===== src/verilog/fpbm_pkg.sv =====
package fpbm_pkg;
  // ----------------------------------------
  // Timing
  // ----------------------------------------
  localparam int unsigned CLK_HZ = 50_000_000;
  localparam int unsigned SLOW_HZ = 32_768;
  localparam int unsigned SLOW_DIV = CLK_HZ / SLOW_HZ;
  localparam int unsigned ERASE_IGN_MS = 100;
  localparam int unsigned ERASE_TRIG_MS = 220;
  localparam int unsigned ERASE_IGN_TICKS = (ERASE_IGN_MS * SLOW_HZ + 999) / 1000;
  localparam int unsigned ERASE_TRIG_TICKS = (ERASE_TRIG_MS * SLOW_HZ + 999) / 1000;
  localparam int unsigned PROG_ERASE_US = 4600;
  localparam int unsigned PROG_US = 2300;
  localparam int unsigned FULL_ERASE_US = 10000;
  localparam int unsigned PROG_ERASE_CYC = PROG_ERASE_US * (CLK_HZ / 1_000_000);
  localparam int unsigned PROG_CYC = PROG_US * (CLK_HZ / 1_000_000);
  localparam int unsigned FULL_ERASE_CYC = FULL_ERASE_US * (CLK_HZ / 1_000_000);
  // ----------------------------------------
  // Memory map
  // ----------------------------------------
  localparam logic [31:0] FLASH_BASE = 32'h0010_0000;
  localparam logic [31:0] CORE_BASE = 32'h0020_0000;
  localparam logic [31:0] WIN_BASE = 32'h002f_f000;
  localparam logic [31:0] BACKUP_BASE = 32'h0030_0000;
  localparam logic [31:0] ROM_BASE = 32'h0040_0000;
  localparam logic [31:0] BOOT_BASE = 32'h0000_0000;
  localparam logic [16:0] FLASH_BYTES_M1 = 17'h1_ffff;
  localparam logic [16:0] CORE_BYTES_M1 = 17'h0_0fff;
  localparam logic [16:0] BACKUP_BYTES_M1 = 17'h0_07ff;
  localparam logic [16:0] ROM_BYTES_M1 = 17'h0_2fff;
  localparam int unsigned PAGE_W = 9;
  localparam int unsigned LOCKS = 16;
  localparam int unsigned REGION_LSB = 5;
  localparam int unsigned WBUF_WORDS = 32;
  // Select one-hot positions
  localparam int unsigned SEL_FLASH = 0;
  localparam int unsigned SEL_ROM = 1;
  localparam int unsigned SEL_CORE = 2;
  localparam int unsigned SEL_BACKUP = 3;
  // ----------------------------------------
  // Registers
  // ----------------------------------------
  localparam logic [7:0] REG_CMD = 8'h00;
  localparam logic [7:0] REG_STATUS = 8'h04;
  localparam logic [7:0] REG_LOCK = 8'h08;
  localparam logic [7:0] REG_REMAP = 8'h0c;
  localparam logic [7:0] REG_CALIB = 8'h10;
  localparam logic [7:0] REG_WBUF = 8'h80;
  localparam int unsigned CMD_ARG_LSB = 8;
  localparam int unsigned ST_BUSY_BIT = 0;
  localparam int unsigned ST_LOCKERR_BIT = 1;
  localparam int unsigned ST_SEC_BIT = 2;
  localparam int unsigned ST_BOOT_BIT = 3;
  localparam int unsigned ST_REMAP_BIT = 4;
  localparam int unsigned ST_FPM_BIT = 5;
  localparam int unsigned ST_ERASEPIN_BIT = 6;
  localparam int unsigned GENERAL_PURPOSE_NVM_BIT_SEC = 0;
  localparam int unsigned GENERAL_PURPOSE_NVM_BIT_BOOT = 1;
  localparam logic [15:0] LOCK_RST = 16'h0000;
  localparam logic [1:0] GENERAL_PURPOSE_NVM_BIT_RST = 2'h0;
  localparam logic [15:0] CALIB_DEF = 16'h0000;
  // ----------------------------------------
  // Types
  // ----------------------------------------
  typedef enum logic [7:0] {
    CMD_PROG_ERASE = 8'h01,
    CMD_PROG = 8'h02,
    CMD_ERASE_ALL = 8'h05,
    CMD_SET_LOCK = 8'h08,
    CMD_CLR_LOCK = 8'h09,
    CMD_SET_GENERAL_PURPOSE_NVM_BIT = 8'h0b,
    CMD_CLR_GENERAL_PURPOSE_NVM_BIT = 8'h0c
  } fpbm_cmd_type;
  typedef enum logic [1:0] {
    OP_NONE = 2'h0,
    OP_PROG_ERASE = 2'h1,
    OP_PROG = 2'h2,
    OP_FULL_ERASE = 2'h3
  } fpbm_op_type;
  typedef enum logic [1:0] {
    ST_IDLE = 2'h0,
    ST_BUSY = 2'h1,
    ST_FIN = 2'h3
  } fpbm_state_type;
endpackage


===== src/verilog/fpbm_erase_if.sv =====
`timescale 1ns/1ps
`default_nettype none
interface fpbm_erase_if;
  logic pin;
  logic fire;
  logic held;
  modport top (output pin, input fire, input held);
  modport dbnc (input pin, output fire, output held);
endinterface
`default_nettype wire


===== src/verilog/fpbm_erase_dbnc.sv =====
`timescale 1ns/1ps
`default_nettype none
module fpbm_erase_dbnc
  import fpbm_pkg::*;
#(
  parameter int unsigned DIV = SLOW_DIV,
  parameter int unsigned IGN = ERASE_IGN_TICKS,
  parameter int unsigned TRIG = ERASE_TRIG_TICKS
) (
  input wire logic clk_sys_i,
  input wire logic rst_b_i,
  fpbm_erase_if.dbnc er
);
  logic [15:0] div_r;
  logic [15:0] cnt_r;
  logic tick;
  logic fire_r;
  logic held_r;

  // ----------------------------------------
  // Slow clock enable
  // ----------------------------------------
  assign tick = (div_r == 16'(DIV - 1));

  always_ff @(posedge clk_sys_i) begin
    if (!rst_b_i) begin
      div_r <= 16'h0000;
    end else if (tick) begin
      div_r <= 16'h0000;
    end else begin
      div_r <= div_r + 16'h0001;
    end
  end

  // ----------------------------------------
  // Hold counter
  // ----------------------------------------
  // Counter parks at the trigger count so a long hold fires only once
  always_ff @(posedge clk_sys_i) begin
    if (!rst_b_i) begin
      cnt_r <= 16'h0000;
    end else if (!er.pin) begin
      cnt_r <= 16'h0000;
    end else if (tick && cnt_r != 16'(TRIG)) begin
      cnt_r <= cnt_r + 16'h0001;
    end
  end

  always_ff @(posedge clk_sys_i) begin
    if (!rst_b_i) begin
      fire_r <= 1'b0;
      held_r <= 1'b0;
    end else begin
      fire_r <= er.pin && tick && cnt_r == 16'(TRIG - 1);
      held_r <= er.pin && cnt_r >= 16'(IGN);
    end
  end

  assign er.fire = fire_r;
  assign er.held = held_r;
endmodule
`default_nettype wire


===== src/verilog/fpbm_top.sv =====
// Our own choices: the placing of the registers and the Avalon-MM slave port.
`timescale 1ns/1ps
`default_nettype none
module fpbm_top
  import fpbm_pkg::*;
#(
  parameter int unsigned P_SLOW_DIV = SLOW_DIV,
  parameter int unsigned P_IGN_TICKS = ERASE_IGN_TICKS,
  parameter int unsigned P_TRIG_TICKS = ERASE_TRIG_TICKS,
  parameter int unsigned P_PROG_ERASE_CYC = PROG_ERASE_CYC,
  parameter int unsigned P_PROG_CYC = PROG_CYC,
  parameter int unsigned P_FULL_ERASE_CYC = FULL_ERASE_CYC,
  parameter logic [15:0] P_CALIB = CALIB_DEF
) (
  input wire logic clk_sys_i,
  input wire logic rst_b_i,
  input wire logic [7:0] avs_address_i,
  input wire logic avs_read_i,
  input wire logic avs_write_i,
  input wire logic [31:0] avs_writedata_i,
  input wire logic [3:0] avs_byteenable_i,
  output logic [31:0] avs_readdata_o,
  output logic avs_waitrequest_o,
  input wire logic [31:0] sys_addr_i,
  output logic [3:0] sys_sel_o,
  output logic [16:0] sys_offset_o,
  output logic sys_unmapped_o,
  output logic [12:0] flash_line_addr_o,
  input wire logic [127:0] flash_line_i,
  output logic [31:0] flash_word_o,
  output logic [1:0] flash_op_o,
  output logic [8:0] flash_page_o,
  input wire logic [4:0] flash_wbuf_idx_i,
  output logic [31:0] flash_wbuf_word_o,
  output logic flash_irq_o,
  input wire logic dbg_req_i,
  input wire logic ffp_req_i,
  output logic dbg_grant_o,
  output logic ffp_grant_o,
  input wire logic erase_pin_i,
  input wire logic factory_test_pin_i,
  input wire logic external_clock_input_i,
  input wire logic wakeup_pin_i,
  output logic fast_prog_mode_o,
  output logic boot_select_nvm_bit_o
);
  // ----------------------------------------
  // Declarations
  // ----------------------------------------
  logic wait_r;
  logic [31:0] rdata_r;
  logic [31:0] rd_mux;
  logic wr_acc;
  logic [3:0] pin_s1_r;
  logic [3:0] pin_s2_r;
  logic fpm_r;
  logic [15:0] lock_r;
  logic [1:0] general_purpose_nvm_bit_r;
  logic remap_r;
  logic lock_err_r;
  logic erase_run_r;
  fpbm_state_type state_r;
  fpbm_op_type op_r;
  logic [8:0] page_r;
  logic [19:0] timer_r;
  logic [31:0] wbuf_r [WBUF_WORDS];
  logic [31:0] wbuf_word_r;
  logic [3:0] sel_r;
  logic [16:0] off_r;
  logic unmap_r;
  logic [31:0] fword_r;
  logic dbg_gnt_r;
  logic ffp_gnt_r;
  logic cmd_go;
  logic [7:0] opc;
  logic [8:0] arg;
  logic [3:0] region;
  logic is_prog;
  logic abort;
  fpbm_erase_if er ();

  // ----------------------------------------
  // Pin synchronisers
  // ----------------------------------------
  always_ff @(posedge clk_sys_i) begin
    if (!rst_b_i) begin
      pin_s1_r <= 4'h0;
      pin_s2_r <= 4'h0;
    end else begin
      pin_s1_r <= {wakeup_pin_i, external_clock_input_i, factory_test_pin_i, erase_pin_i};
      pin_s2_r <= pin_s1_r;
    end
  end

  assign er.pin = pin_s2_r[0];

  fpbm_erase_dbnc #(
    .DIV(P_SLOW_DIV),
    .IGN(P_IGN_TICKS),
    .TRIG(P_TRIG_TICKS)
  ) u_dbnc (
    .clk_sys_i(clk_sys_i),
    .rst_b_i(rst_b_i),
    .er(er)
  );

  // ----------------------------------------
  // Fast programming straps
  // ----------------------------------------
  always_ff @(posedge clk_sys_i) begin
    if (!rst_b_i) begin
      fpm_r <= 1'b0;
    end else begin
      fpm_r <= pin_s2_r[1] && pin_s2_r[2] && !pin_s2_r[3];
    end
  end

  // ----------------------------------------
  // Avalon slave handshake
  // ----------------------------------------
  // One wait cycle: request seen, then waitrequest low for exactly one cycle
  always_ff @(posedge clk_sys_i) begin
    if (!rst_b_i) begin
      wait_r <= 1'b1;
    end else if (wait_r && (avs_read_i || avs_write_i)) begin
      wait_r <= 1'b0;
    end else begin
      wait_r <= 1'b1;
    end
  end

  assign wr_acc = !wait_r && avs_write_i;

  always_comb begin
    rd_mux = 32'h0000_0000;
    if (avs_address_i >= REG_WBUF) begin
      rd_mux = wbuf_r[avs_address_i[6:2]];
    end else begin
      unique case (avs_address_i)
        REG_CMD: rd_mux = {23'h00_0000, page_r};
        REG_STATUS: begin
          rd_mux[ST_BUSY_BIT] = (state_r != ST_IDLE);
          rd_mux[ST_LOCKERR_BIT] = lock_err_r;
          rd_mux[ST_SEC_BIT] = general_purpose_nvm_bit_r[GENERAL_PURPOSE_NVM_BIT_SEC];
          rd_mux[ST_BOOT_BIT] = general_purpose_nvm_bit_r[GENERAL_PURPOSE_NVM_BIT_BOOT];
          rd_mux[ST_REMAP_BIT] = remap_r;
          rd_mux[ST_FPM_BIT] = fpm_r;
          rd_mux[ST_ERASEPIN_BIT] = er.held;
        end
        REG_LOCK: rd_mux = {16'h0000, lock_r};
        REG_REMAP: rd_mux = {31'h0000_0000, remap_r};
        REG_CALIB: rd_mux = {16'h0000, P_CALIB};
        default: rd_mux = 32'h0000_0000;
      endcase
    end
  end

  always_ff @(posedge clk_sys_i) begin
    if (!rst_b_i) begin
      rdata_r <= 32'h0000_0000;
    end else if (wait_r && avs_read_i) begin
      rdata_r <= rd_mux;
    end
  end

  // ----------------------------------------
  // Write buffer
  // ----------------------------------------
  // Kept out of reset: contents are data, not control
  always_ff @(posedge clk_sys_i) begin
    if (wr_acc && avs_address_i >= REG_WBUF) begin
      for (int b = 0; b < 4; b++) begin
        if (avs_byteenable_i[b]) begin
          wbuf_r[avs_address_i[6:2]][8*b +: 8] <= avs_writedata_i[8*b +: 8];
        end
      end
    end
  end

  always_ff @(posedge clk_sys_i) begin
    if (!rst_b_i) begin
      wbuf_word_r <= 32'h0000_0000;
    end else begin
      wbuf_word_r <= wbuf_r[flash_wbuf_idx_i];
    end
  end

  // ----------------------------------------
  // Command decode
  // ----------------------------------------
  assign opc = avs_writedata_i[7:0];
  assign arg = avs_writedata_i[CMD_ARG_LSB +: PAGE_W];
  assign region = arg[REGION_LSB +: 4];
  assign cmd_go = wr_acc && avs_address_i == REG_CMD && state_r == ST_IDLE && !er.fire;
  assign is_prog = (opc == CMD_PROG_ERASE) || (opc == CMD_PROG);
  assign abort = (is_prog && lock_r[region]) || (opc == CMD_ERASE_ALL && |lock_r);

  // ----------------------------------------
  // Sequencer
  // ----------------------------------------
  // Erase pin wins over any running command so a stuck part can recover
  always_ff @(posedge clk_sys_i) begin
    if (!rst_b_i) begin
      state_r <= ST_IDLE;
      op_r <= OP_NONE;
      page_r <= 9'h000;
      timer_r <= 20'h0_0000;
      erase_run_r <= 1'b0;
    end else if (er.fire) begin
      state_r <= ST_BUSY;
      op_r <= OP_FULL_ERASE;
      timer_r <= 20'(P_FULL_ERASE_CYC);
      erase_run_r <= 1'b1;
    end else begin
      unique case (state_r)
        ST_IDLE: begin
          if (cmd_go && !abort) begin
            if (opc == CMD_PROG_ERASE) begin
              state_r <= ST_BUSY;
              op_r <= OP_PROG_ERASE;
              page_r <= arg;
              timer_r <= 20'(P_PROG_ERASE_CYC);
            end else if (opc == CMD_PROG) begin
              state_r <= ST_BUSY;
              op_r <= OP_PROG;
              page_r <= arg;
              timer_r <= 20'(P_PROG_CYC);
            end else if (opc == CMD_ERASE_ALL) begin
              state_r <= ST_BUSY;
              op_r <= OP_FULL_ERASE;
              timer_r <= 20'(P_FULL_ERASE_CYC);
            end
          end
        end
        ST_BUSY: begin
          timer_r <= timer_r - 20'h0_0001;
          if (timer_r == 20'h0_0001) begin
            state_r <= ST_FIN;
          end
        end
        ST_FIN: begin
          state_r <= ST_IDLE;
          op_r <= OP_NONE;
          erase_run_r <= 1'b0;
        end
        default: state_r <= ST_IDLE;
      endcase
    end
  end

  // ----------------------------------------
  // Lock bits and abort flag
  // ----------------------------------------
  always_ff @(posedge clk_sys_i) begin
    if (!rst_b_i) begin
      lock_r <= LOCK_RST;
    end else if (er.fire) begin
      lock_r <= 16'h0000;
    end else if (cmd_go && opc == CMD_SET_LOCK) begin
      lock_r[region] <= 1'b1;
    end else if (cmd_go && opc == CMD_CLR_LOCK) begin
      lock_r[region] <= 1'b0;
    end
  end

  // A fresh command clears the flag, but its own abort sets it again
  always_ff @(posedge clk_sys_i) begin
    if (!rst_b_i) begin
      lock_err_r <= 1'b0;
    end else if (cmd_go && abort) begin
      lock_err_r <= 1'b1;
    end else if (cmd_go) begin
      lock_err_r <= 1'b0;
    end
  end

  // ----------------------------------------
  // General-purpose bits and remap
  // ----------------------------------------
  // Security can not be cleared by command; only the pin-driven erase does it
  always_ff @(posedge clk_sys_i) begin
    if (!rst_b_i) begin
      general_purpose_nvm_bit_r <= GENERAL_PURPOSE_NVM_BIT_RST;
    end else if (er.fire) begin
      general_purpose_nvm_bit_r[GENERAL_PURPOSE_NVM_BIT_BOOT] <= 1'b0;
    end else if (state_r == ST_FIN && erase_run_r) begin
      general_purpose_nvm_bit_r[GENERAL_PURPOSE_NVM_BIT_SEC] <= 1'b0;
    end else if (cmd_go && opc == CMD_SET_GENERAL_PURPOSE_NVM_BIT) begin
      general_purpose_nvm_bit_r[arg[0]] <= 1'b1;
    end else if (cmd_go && opc == CMD_CLR_GENERAL_PURPOSE_NVM_BIT && arg[0]) begin
      general_purpose_nvm_bit_r[GENERAL_PURPOSE_NVM_BIT_BOOT] <= 1'b0;
    end
  end

  always_ff @(posedge clk_sys_i) begin
    if (!rst_b_i) begin
      remap_r <= 1'b0;
    end else if (wr_acc && avs_address_i == REG_REMAP && avs_writedata_i[0]) begin
      remap_r <= 1'b1;
    end
  end

  // ----------------------------------------
  // Address decode
  // ----------------------------------------
  always_ff @(posedge clk_sys_i) begin
    if (!rst_b_i) begin
      sel_r <= 4'h0;
      off_r <= 17'h0_0000;
      unmap_r <= 1'b0;
    end else begin
      sel_r <= 4'h0;
      off_r <= sys_addr_i[16:0];
      unmap_r <= 1'b0;
      if (sys_addr_i[31:20] == BOOT_BASE[31:20]) begin
        if (remap_r) begin
          sel_r[SEL_CORE] <= 1'b1;
          unmap_r <= sys_addr_i[19:0] > 20'(CORE_BYTES_M1);
        end else if (general_purpose_nvm_bit_r[GENERAL_PURPOSE_NVM_BIT_BOOT]) begin
          sel_r[SEL_FLASH] <= 1'b1;
          unmap_r <= sys_addr_i[19:0] > 20'(FLASH_BYTES_M1);
        end else begin
          sel_r[SEL_ROM] <= 1'b1;
          unmap_r <= sys_addr_i[19:0] > 20'(ROM_BYTES_M1);
        end
      end else if (sys_addr_i[31:20] == FLASH_BASE[31:20]) begin
        sel_r[SEL_FLASH] <= 1'b1;
        unmap_r <= sys_addr_i[19:0] > 20'(FLASH_BYTES_M1);
      end else if (sys_addr_i[31:12] == CORE_BASE[31:12]) begin
        sel_r[SEL_CORE] <= 1'b1;
      end else if (sys_addr_i[31:12] == WIN_BASE[31:12]) begin
        sel_r[SEL_CORE] <= 1'b1;
      end else if (sys_addr_i[31:11] == BACKUP_BASE[31:11]) begin
        sel_r[SEL_BACKUP] <= 1'b1;
      end else if (sys_addr_i[31:20] == ROM_BASE[31:20]) begin
        sel_r[SEL_ROM] <= 1'b1;
        unmap_r <= sys_addr_i[19:0] > 20'(ROM_BYTES_M1);
      end else begin
        unmap_r <= 1'b1;
      end
    end
  end

  // ----------------------------------------
  // Wide array read
  // ----------------------------------------
  // One 128-bit line feeds four bus words; word picked by the decoded offset
  always_ff @(posedge clk_sys_i) begin
    if (!rst_b_i) begin
      fword_r <= 32'h0000_0000;
    end else begin
      fword_r <= flash_line_i[32*off_r[3:2] +: 32];
    end
  end

  // ----------------------------------------
  // Debug and fast-port gating
  // ----------------------------------------
  always_ff @(posedge clk_sys_i) begin
    if (!rst_b_i) begin
      dbg_gnt_r <= 1'b0;
      ffp_gnt_r <= 1'b0;
    end else begin
      dbg_gnt_r <= dbg_req_i && !general_purpose_nvm_bit_r[GENERAL_PURPOSE_NVM_BIT_SEC];
      ffp_gnt_r <= ffp_req_i && fpm_r && !general_purpose_nvm_bit_r[GENERAL_PURPOSE_NVM_BIT_SEC];
    end
  end

  // ----------------------------------------
  // Outputs
  // ----------------------------------------
  assign avs_readdata_o = rdata_r;
  assign avs_waitrequest_o = wait_r;
  assign sys_sel_o = sel_r;
  assign sys_offset_o = off_r;
  assign sys_unmapped_o = unmap_r;
  assign flash_line_addr_o = off_r[16:4];
  assign flash_word_o = fword_r;
  assign flash_op_o = op_r;
  assign flash_page_o = page_r;
  assign flash_wbuf_word_o = wbuf_word_r;
  assign flash_irq_o = lock_err_r;
  assign dbg_grant_o = dbg_gnt_r;
  assign ffp_grant_o = ffp_gnt_r;
  assign fast_prog_mode_o = fpm_r;
  assign boot_select_nvm_bit_o = general_purpose_nvm_bit_r[GENERAL_PURPOSE_NVM_BIT_BOOT];
endmodule
`default_nettype wire


===== config.mk =====
export PLATFORM = sky130hd
export DESIGN_NAME = fpbm_top
export DESIGN_NICKNAME = d
export VERILOG_FILES = /design/src/verilog/fpbm_pkg.sv /design/src/verilog/fpbm_erase_if.sv /design/src/verilog/fpbm_erase_dbnc.sv /design/src/verilog/fpbm_top.sv
export SDC_FILE = /design/constraint.sdc
export NUM_CORES = 2
export LEC_CHECK = 0
export BUFFER_PORTS_ARGS = -buffer_cell sky130_fd_sc_hd__buf_2
export CORE_MARGIN = 3
export CORE_UTILIZATION = 35
export CTS_BUF_LIST = sky130_fd_sc_hd__clkbuf_4 sky130_fd_sc_hd__clkbuf_8 sky130_fd_sc_hd__clkbuf_16
export DETAILED_ROUTE_END_ITERATION = 16
export GPL_TIMING_DRIVEN = 0
export PLACE_DENSITY = 0.61
export SLEW_MARGIN = 25
export SYNTH_ARGS = -nofsm -noshare
export SYNTH_HDL_FRONTEND = slang
export SYNTH_SLANG_ARGS = --single-unit

===== constraint.sdc =====
create_clock -name clk_sys_i -period 3.6 [get_ports clk_sys_i]
set_clock_uncertainty 0.2 [all_clocks]
set_input_delay 0.72 -clock clk_sys_i [delete_from_list [all_inputs] [get_ports clk_sys_i]]
set_output_delay 0.72 -clock clk_sys_i [all_outputs]
set_load 0.05 [all_outputs]

# Word level (Yosys, flattened, before mapping)
# Memories as Yosys holds them, arrays and structs flattened. A register that Yosys moved wholly into a read port is not among the register bits.
# Cells that the tools add are included.
[op_classes]
n_shift = 1
bitwise_logic = 7
n_eq_ne = 27
reduce_logical = 65
magnitude_cmp = 9
addsub = 3
muxes = 75
[op_table]
columns = ["cell", "n"]
rows = [
  ["128-bit by 8-bit indexed part select with 32-bit output", 1],
  ["20-bit 2-to-1 mux", 4],
  ["8-bit by 4-bit equality test with 1-bit output, second input constant", 6],
  ["1-bit 2-to-1 mux", 44],
  ["20-bit by 10-bit equality test with 1-bit output, second input constant", 2],
  ["20-bit case mux with 2 select lines", 1],
  ["16-bit by 1-bit adder with 16-bit output, second input constant", 2],
  ["16-bit 2-to-1 mux", 2],
  ["32-bit 2-to-1 mux", 1],
  ["1-bit logical AND", 30],
  ["7-bit case mux with 4 select lines", 1],
  ["2-bit 2-to-1 mux", 12],
  ["21-bit by 11-bit equality test with 1-bit output, second input constant", 1],
  ["20-bit by 1-bit equality test with 1-bit output, second input constant", 1],
  ["20-bit by 12-bit > comparator with 1-bit output, second input constant", 1],
  ["20-bit by 14-bit > comparator with 1-bit output, second input constant", 1],
  ["20-bit by 17-bit > comparator with 1-bit output, second input constant", 1],
  ["20-bit by 1-bit subtractor with 20-bit output, second input constant", 1],
  ["19-bit 2-to-1 mux", 1],
  ["9-bit 2-to-1 mux", 2],
  ["9-bit case mux with 2 select lines", 1],
  ["16-bit bitwise AND", 1],
  ["16-bit by 11-bit equality test with 1-bit output, second input constant", 1],
  ["16-bit by 13-bit equality test with 1-bit output, second input constant", 1],
  ["other kinds (42)", 68],
]
[totals]
out_inout_bits = 148
n_memories = 1
ff_bits = 186
input_bits = 219
ramBits = 1024
[memory_table]
columns = ["name", "depth", "word_bits", "rd", "rd_ports_with_merged_regs", "wr", "line_no", "source"]
rows = [
  ["wbuf_r", 32, 32, 2, 1, 1, "fpbm_top.sv:66", "logic [31:0] wbuf_r [WBUF_WORDS];"],
]

# Longest topological paths before layout
[depth]
word_depth = 9
depth_mapped = 10

# Modules after synthesis
# A second synthesis with hierarchy kept.
[hier_totals]
hier_cells = 3164
hier_area_um2 = 56182.6
[by_module_without_submodules]
columns = ["mod", "instances", "area_per_inst_um2", "cells_each"]
rows = [
  ["fpbm_top", 1, 54461.0, 2966],
  ["fpbm_erase_dbnc", 1, 1721.7, 198],
]

# Worst setup path after synthesis
# OpenSTA, ideal clock, no wires.
[synth_timing]
kind = "input to register"
from = "input avs_address_i[2]"
to = "memory wbuf_r[13][0], enable pin"
arrival_time_ns = 2.662
stages = 7
setup_time_ns = 0.370
path_slack_ns = 0.368
path_cell_list = "clkbuf_1 -> buf_2 -> buf_2 -> buf_1 -> nor2b_1 -> nand2_1 -> nor2_1"
[synth_between]
elab_chain_len = 4
[synth_lines]
columns = ["element", "line_no", "source"]
rows = [
  ["from (decl)", "fpbm_top.sv:17", "input wire logic [7:0] avs_address_i,"],
  ["8-bit >= comparator", "fpbm_top.sv:171", "if (wr_acc && avs_address_i >= REG_WBUF) begin"],
  ["1-bit logical AND", "fpbm_top.sv:171", ""],
  ["1-bit 2-to-1 mux", "fpbm_top.sv:171", ""],
  ["1-bit 2-to-1 mux (not written as such)", "fpbm_top.sv:174", "wbuf_r[avs_address_i[6:2]][8*b +: 8] <= avs_writedata_i[8*b +: 8];"],
  ["to (decl)", "fpbm_top.sv:66", ""],
]
# Parallel ways exist; a longest one is shown, timed or not.

# Worst setup path in the final report
[layout_timing]
from = "input avs_address_i[3]"
to = "register rdata_r[3] (netlist: avs_readdata_o[3])"
[layout_between]
elab_chain_len = 3
word_cells_on_any_way = 8
cone_classes = "1 x order compare; 3 x eq/ne; 2 x mux; 1 x reduce/logical; 1 x memory"
[layout_lines]
columns = ["element", "line_no", "source"]
rows = [
  ["branches (longest 2 deep; another with memory 32 x 32 bit)", "--", ""],
  ["32-bit 2-to-1 mux (*)", "fpbm_top.sv:136", "if (avs_address_i >= REG_WBUF) begin"],
  ["to (signal assigned)", "fpbm_top.sv:162", "rdata_r <= rd_mux;"],
  ["to (decl)", "fpbm_top.sv:51", "logic [31:0] rdata_r;"],
]
# Every way passes the cells marked *.
# A chain may end at the register's enable or synchronous reset.

==> metrics <==
worst vdd ir between 500 and 600 uV; CP Capture Type flop; Crit Path Class in2reg; Seq cells post-synth between 1k and 1.5k; most common cell after layout, fill and taps aside edfxtp_1; Vias 36.4k; 1st-pass router iterations 8; PD cells 499 nW/um^2; cell family contributing the most delay on the critical path buffers and inverters; YS warnings 0; failing checks negative setup slack; LEAKAGE 0.0215 uW; Final nets 3910; Post-Synth Adder-Cell Area 0.00245; PnR worst setup slack -180 ps; mux share of post-synthesis cell area 0.258; most frequent cells in the layout edfxtp_1 (1024), mux4_2 (610), buf_2 (409), dfxtp_1 (218), nor2_1 (152); GP Congestion ~0.9; TritonCTS clock tree done; CP cell instances buf_2 > clkbuf_1 > clkbuf_2 > clkbuf_4 > mux4_2 > a22oi_1 > nand4_1 > a22oi_1 > a21oi_1; Final Core Density 0.417; Total Routing Usage GR 0.247; Setup Viol. Count Final 90; row count between 100 and 150; initial antenna violation count 14; Clock Power Share 0.430; part of the cycle the worst path needs 1.05; full die area 165000 sq um; Max Cap Viol 0; Max clock buf depth 3; layout cells sized above 1 0.394; type of origin of the critical path primary input; Die H roughly 410 um; Hold WC Path Type in2reg; total CTS buffers 138; Worst Path Buf+Inv 4; first-pass GRT wire length between 200000 and 300000 um; min Tclk post-route about 3800 ps; I/O Buffers around 360; largest family of logic cells by synthesized area multiplexers; clk root buf clkbuf_16; clock latency on the worst-skew pair 790 ps; Place WS -1810 ps; sw frac 0.244; Internal ~25000 uW; sequential area share after synthesis 0.625; Chip Width 407 um; Clock transition at path regs around 60 ps; register share of total power 0.475; max frequency 0.265 GHz; vias in the first global route ~36k; status finished with violations; relative slew slack 0.168; Post-Syn Area per Cell 17.9 sq um; Starting Density 0.353; Synth Area in Compound Gates 0.0357; Antenna Nets Post-Route 0; Synthesized Nets 3367; Slew Limit Fails 0; Synth async-reset ratio 0; CP arrival between 4000 and 5000 ps; DP Wirelength roughly 150000 um; Post-Syn Area 56100 sq um; clock sink count 1242; placed cell count about 5.6k; DR vias/cell 6.21; total grt overflow 0; RSZ-0062 raised after global routing yes; worst slew pin tran roughly 1200 ps; largest net degree at the start of global routing 40; count of cell types in the netlist 74; most used cell, CP a22oi_1; Sw Pwr 8080 uW; Critical Path RT 4040 ps; routed length per placed instance 35.4 um; Critical Path Max Stage Delay 630 ps; Worst Hold Slack 137 ps; Post-Synth XOR/XNOR Area 0.00468; synthesis-to-layout area growth 18.1%; Final Hold Vio Count 0; DRC viols 0; worst reg-to-reg setup slack 320 ps; H-tree lvl count 4; total length of routed wires 208000 um; simple-gate share of the synthesized area 0.0547; Worst path slowest cell nand4_1; core area 159000 sq um; Logic pwr share 0.096; Post-synth EDFFs ~1.0k; Cell Count, Final, Fillers Out 5868; Iteration-0 DRC Markers roughly 5.5k; num ports 367; cells after synthesis about 3.1k; ys flop type edfxtp_1; crit-path max FO 10
## routing by layer
layer / vias up / routed length, um / track usage / share of wire
met5: - / 38 / 0 / 0.00018
li1: 14200 / - / - / -
met3: 496 / 28300 / 0.0977 / 0.14
met2: 2580 / 91400 / 0.361 / 0.44
met4: 6 / 11700 / 0.124 / 0.057
met1: 19200 / 76000 / 0.321 / 0.37
## area by class of cell
cell class / count / area [sq um]
clock buffer: 189 / 3960
sequential: 1242 / 35100
inverter: 20 / 75.1
clock inverter: 61 / 542
antenna: 6 / 15.0
multi-input combinational: 1629 / 20500
buffer: 243 / 1150
timing repair buffer: 406 / 2370
fill: 14200 / 92600
tap: 2072 / 2590
## worst paths after layout
path,startpoint,endpoint,depth (start not counted)
max,avs_address_i[3],avs_readdata_o[3]$_SDFFE_PN0P_,9
min,sys_addr_i[0],sys_offset_o[0]$_SDFF_PN0_,2
max reg2reg,avs_waitrequest_o$_SDFF_PN1_,wbuf_r[0][16]$_DFFE_PP_,4
min reg2reg,pin_s2_r[3]$_SDFF_PN0_,fast_prog_mode_o$_SDFF_PN0_,1
## per-stage QoR
| step | TNS (ps) | total power [uW] | instance area, sq um |
|---|---|---|---|
| after floorplan | 0 | 17700 | 56100 |
| after global placement | -1470740 | 19000 | 60500 |
| after detailed placement | -1066740 | 19100 | 61100 |
| after CTS | 0 | 33100 | 66200 |
| after global routing | -2980 | 33900 | 66300 |
| final | -5800 | 33100 | 66300 |
## cell usage after synthesis, drive strengths merged, types with 20 or more instances
library cell  instances  area share
nand2                86      0.0057
nor3                 51      0.0045
mux4                613        0.25
a21oi                29      0.0026
o21ai                27      0.0025
dfxtp               218       0.078
and2                 64      0.0071
a22oi               151       0.020
nand4                46      0.0051
nor2                271       0.018
xor2                 20      0.0031
buf                  90      0.0073
mux2i                64       0.011
clkbuf              156       0.010
nand3                25      0.0022
edfxtp             1024        0.55
## state kept, by name, indices dropped and copies added, names as in the netlist, 2 cells and up, named ones only
signal,flops
u_dbnc.div_r,16
sys_offset_o,17
pin_s1_r,4
pin_s2_r,4
flash_page_o,9
sys_sel_o,4
wbuf_r,1024
flash_word_o,32
state_r,2
flash_op_o,2
flash_wbuf_word_o,32
u_dbnc.cnt_r,16
avs_readdata_o,32
timer_r,20
general_purpose_nvm_bit_r,2
## power groups by stage
| stage | combinational [uW] | sequential (uW) | clock (uW) |
|---|---|---|---|
| after CTS | 3110 | 15700 | 14300 |
| final | 3160 | 15700 | 14200 |
| after global placement | 3030 | 16000 | 0 |
| after global routing | 3250 | 15700 | 14900 |
| after floorplan | 1410 | 16300 | 0 |
| after detailed placement | 3070 | 16000 | 0 |
## what timing repair did
action                     CTS  global route
gates resized for setup     92            31
cloned                       0             0
pin swaps                    4             0
hold endpoints to repair    23             0
hold buffers                24             0
setup endpoints to repair  682           288
setup buffers                5             0
## worst reg2reg max path, delay by kind of cell, from the launching register on
kind             cells  cell delay, ps
DFF                  1             360
and+or+nand+nor      4            2340
## cells by family after synthesis
logic type      count (synthesis)
buf+inv                       266
flops                        1242
simple gates                  634
xor+xnor                       30
mux                           679
compound gates                275
fa+ha+maj                      11
(Power assumes the default switching activity.)
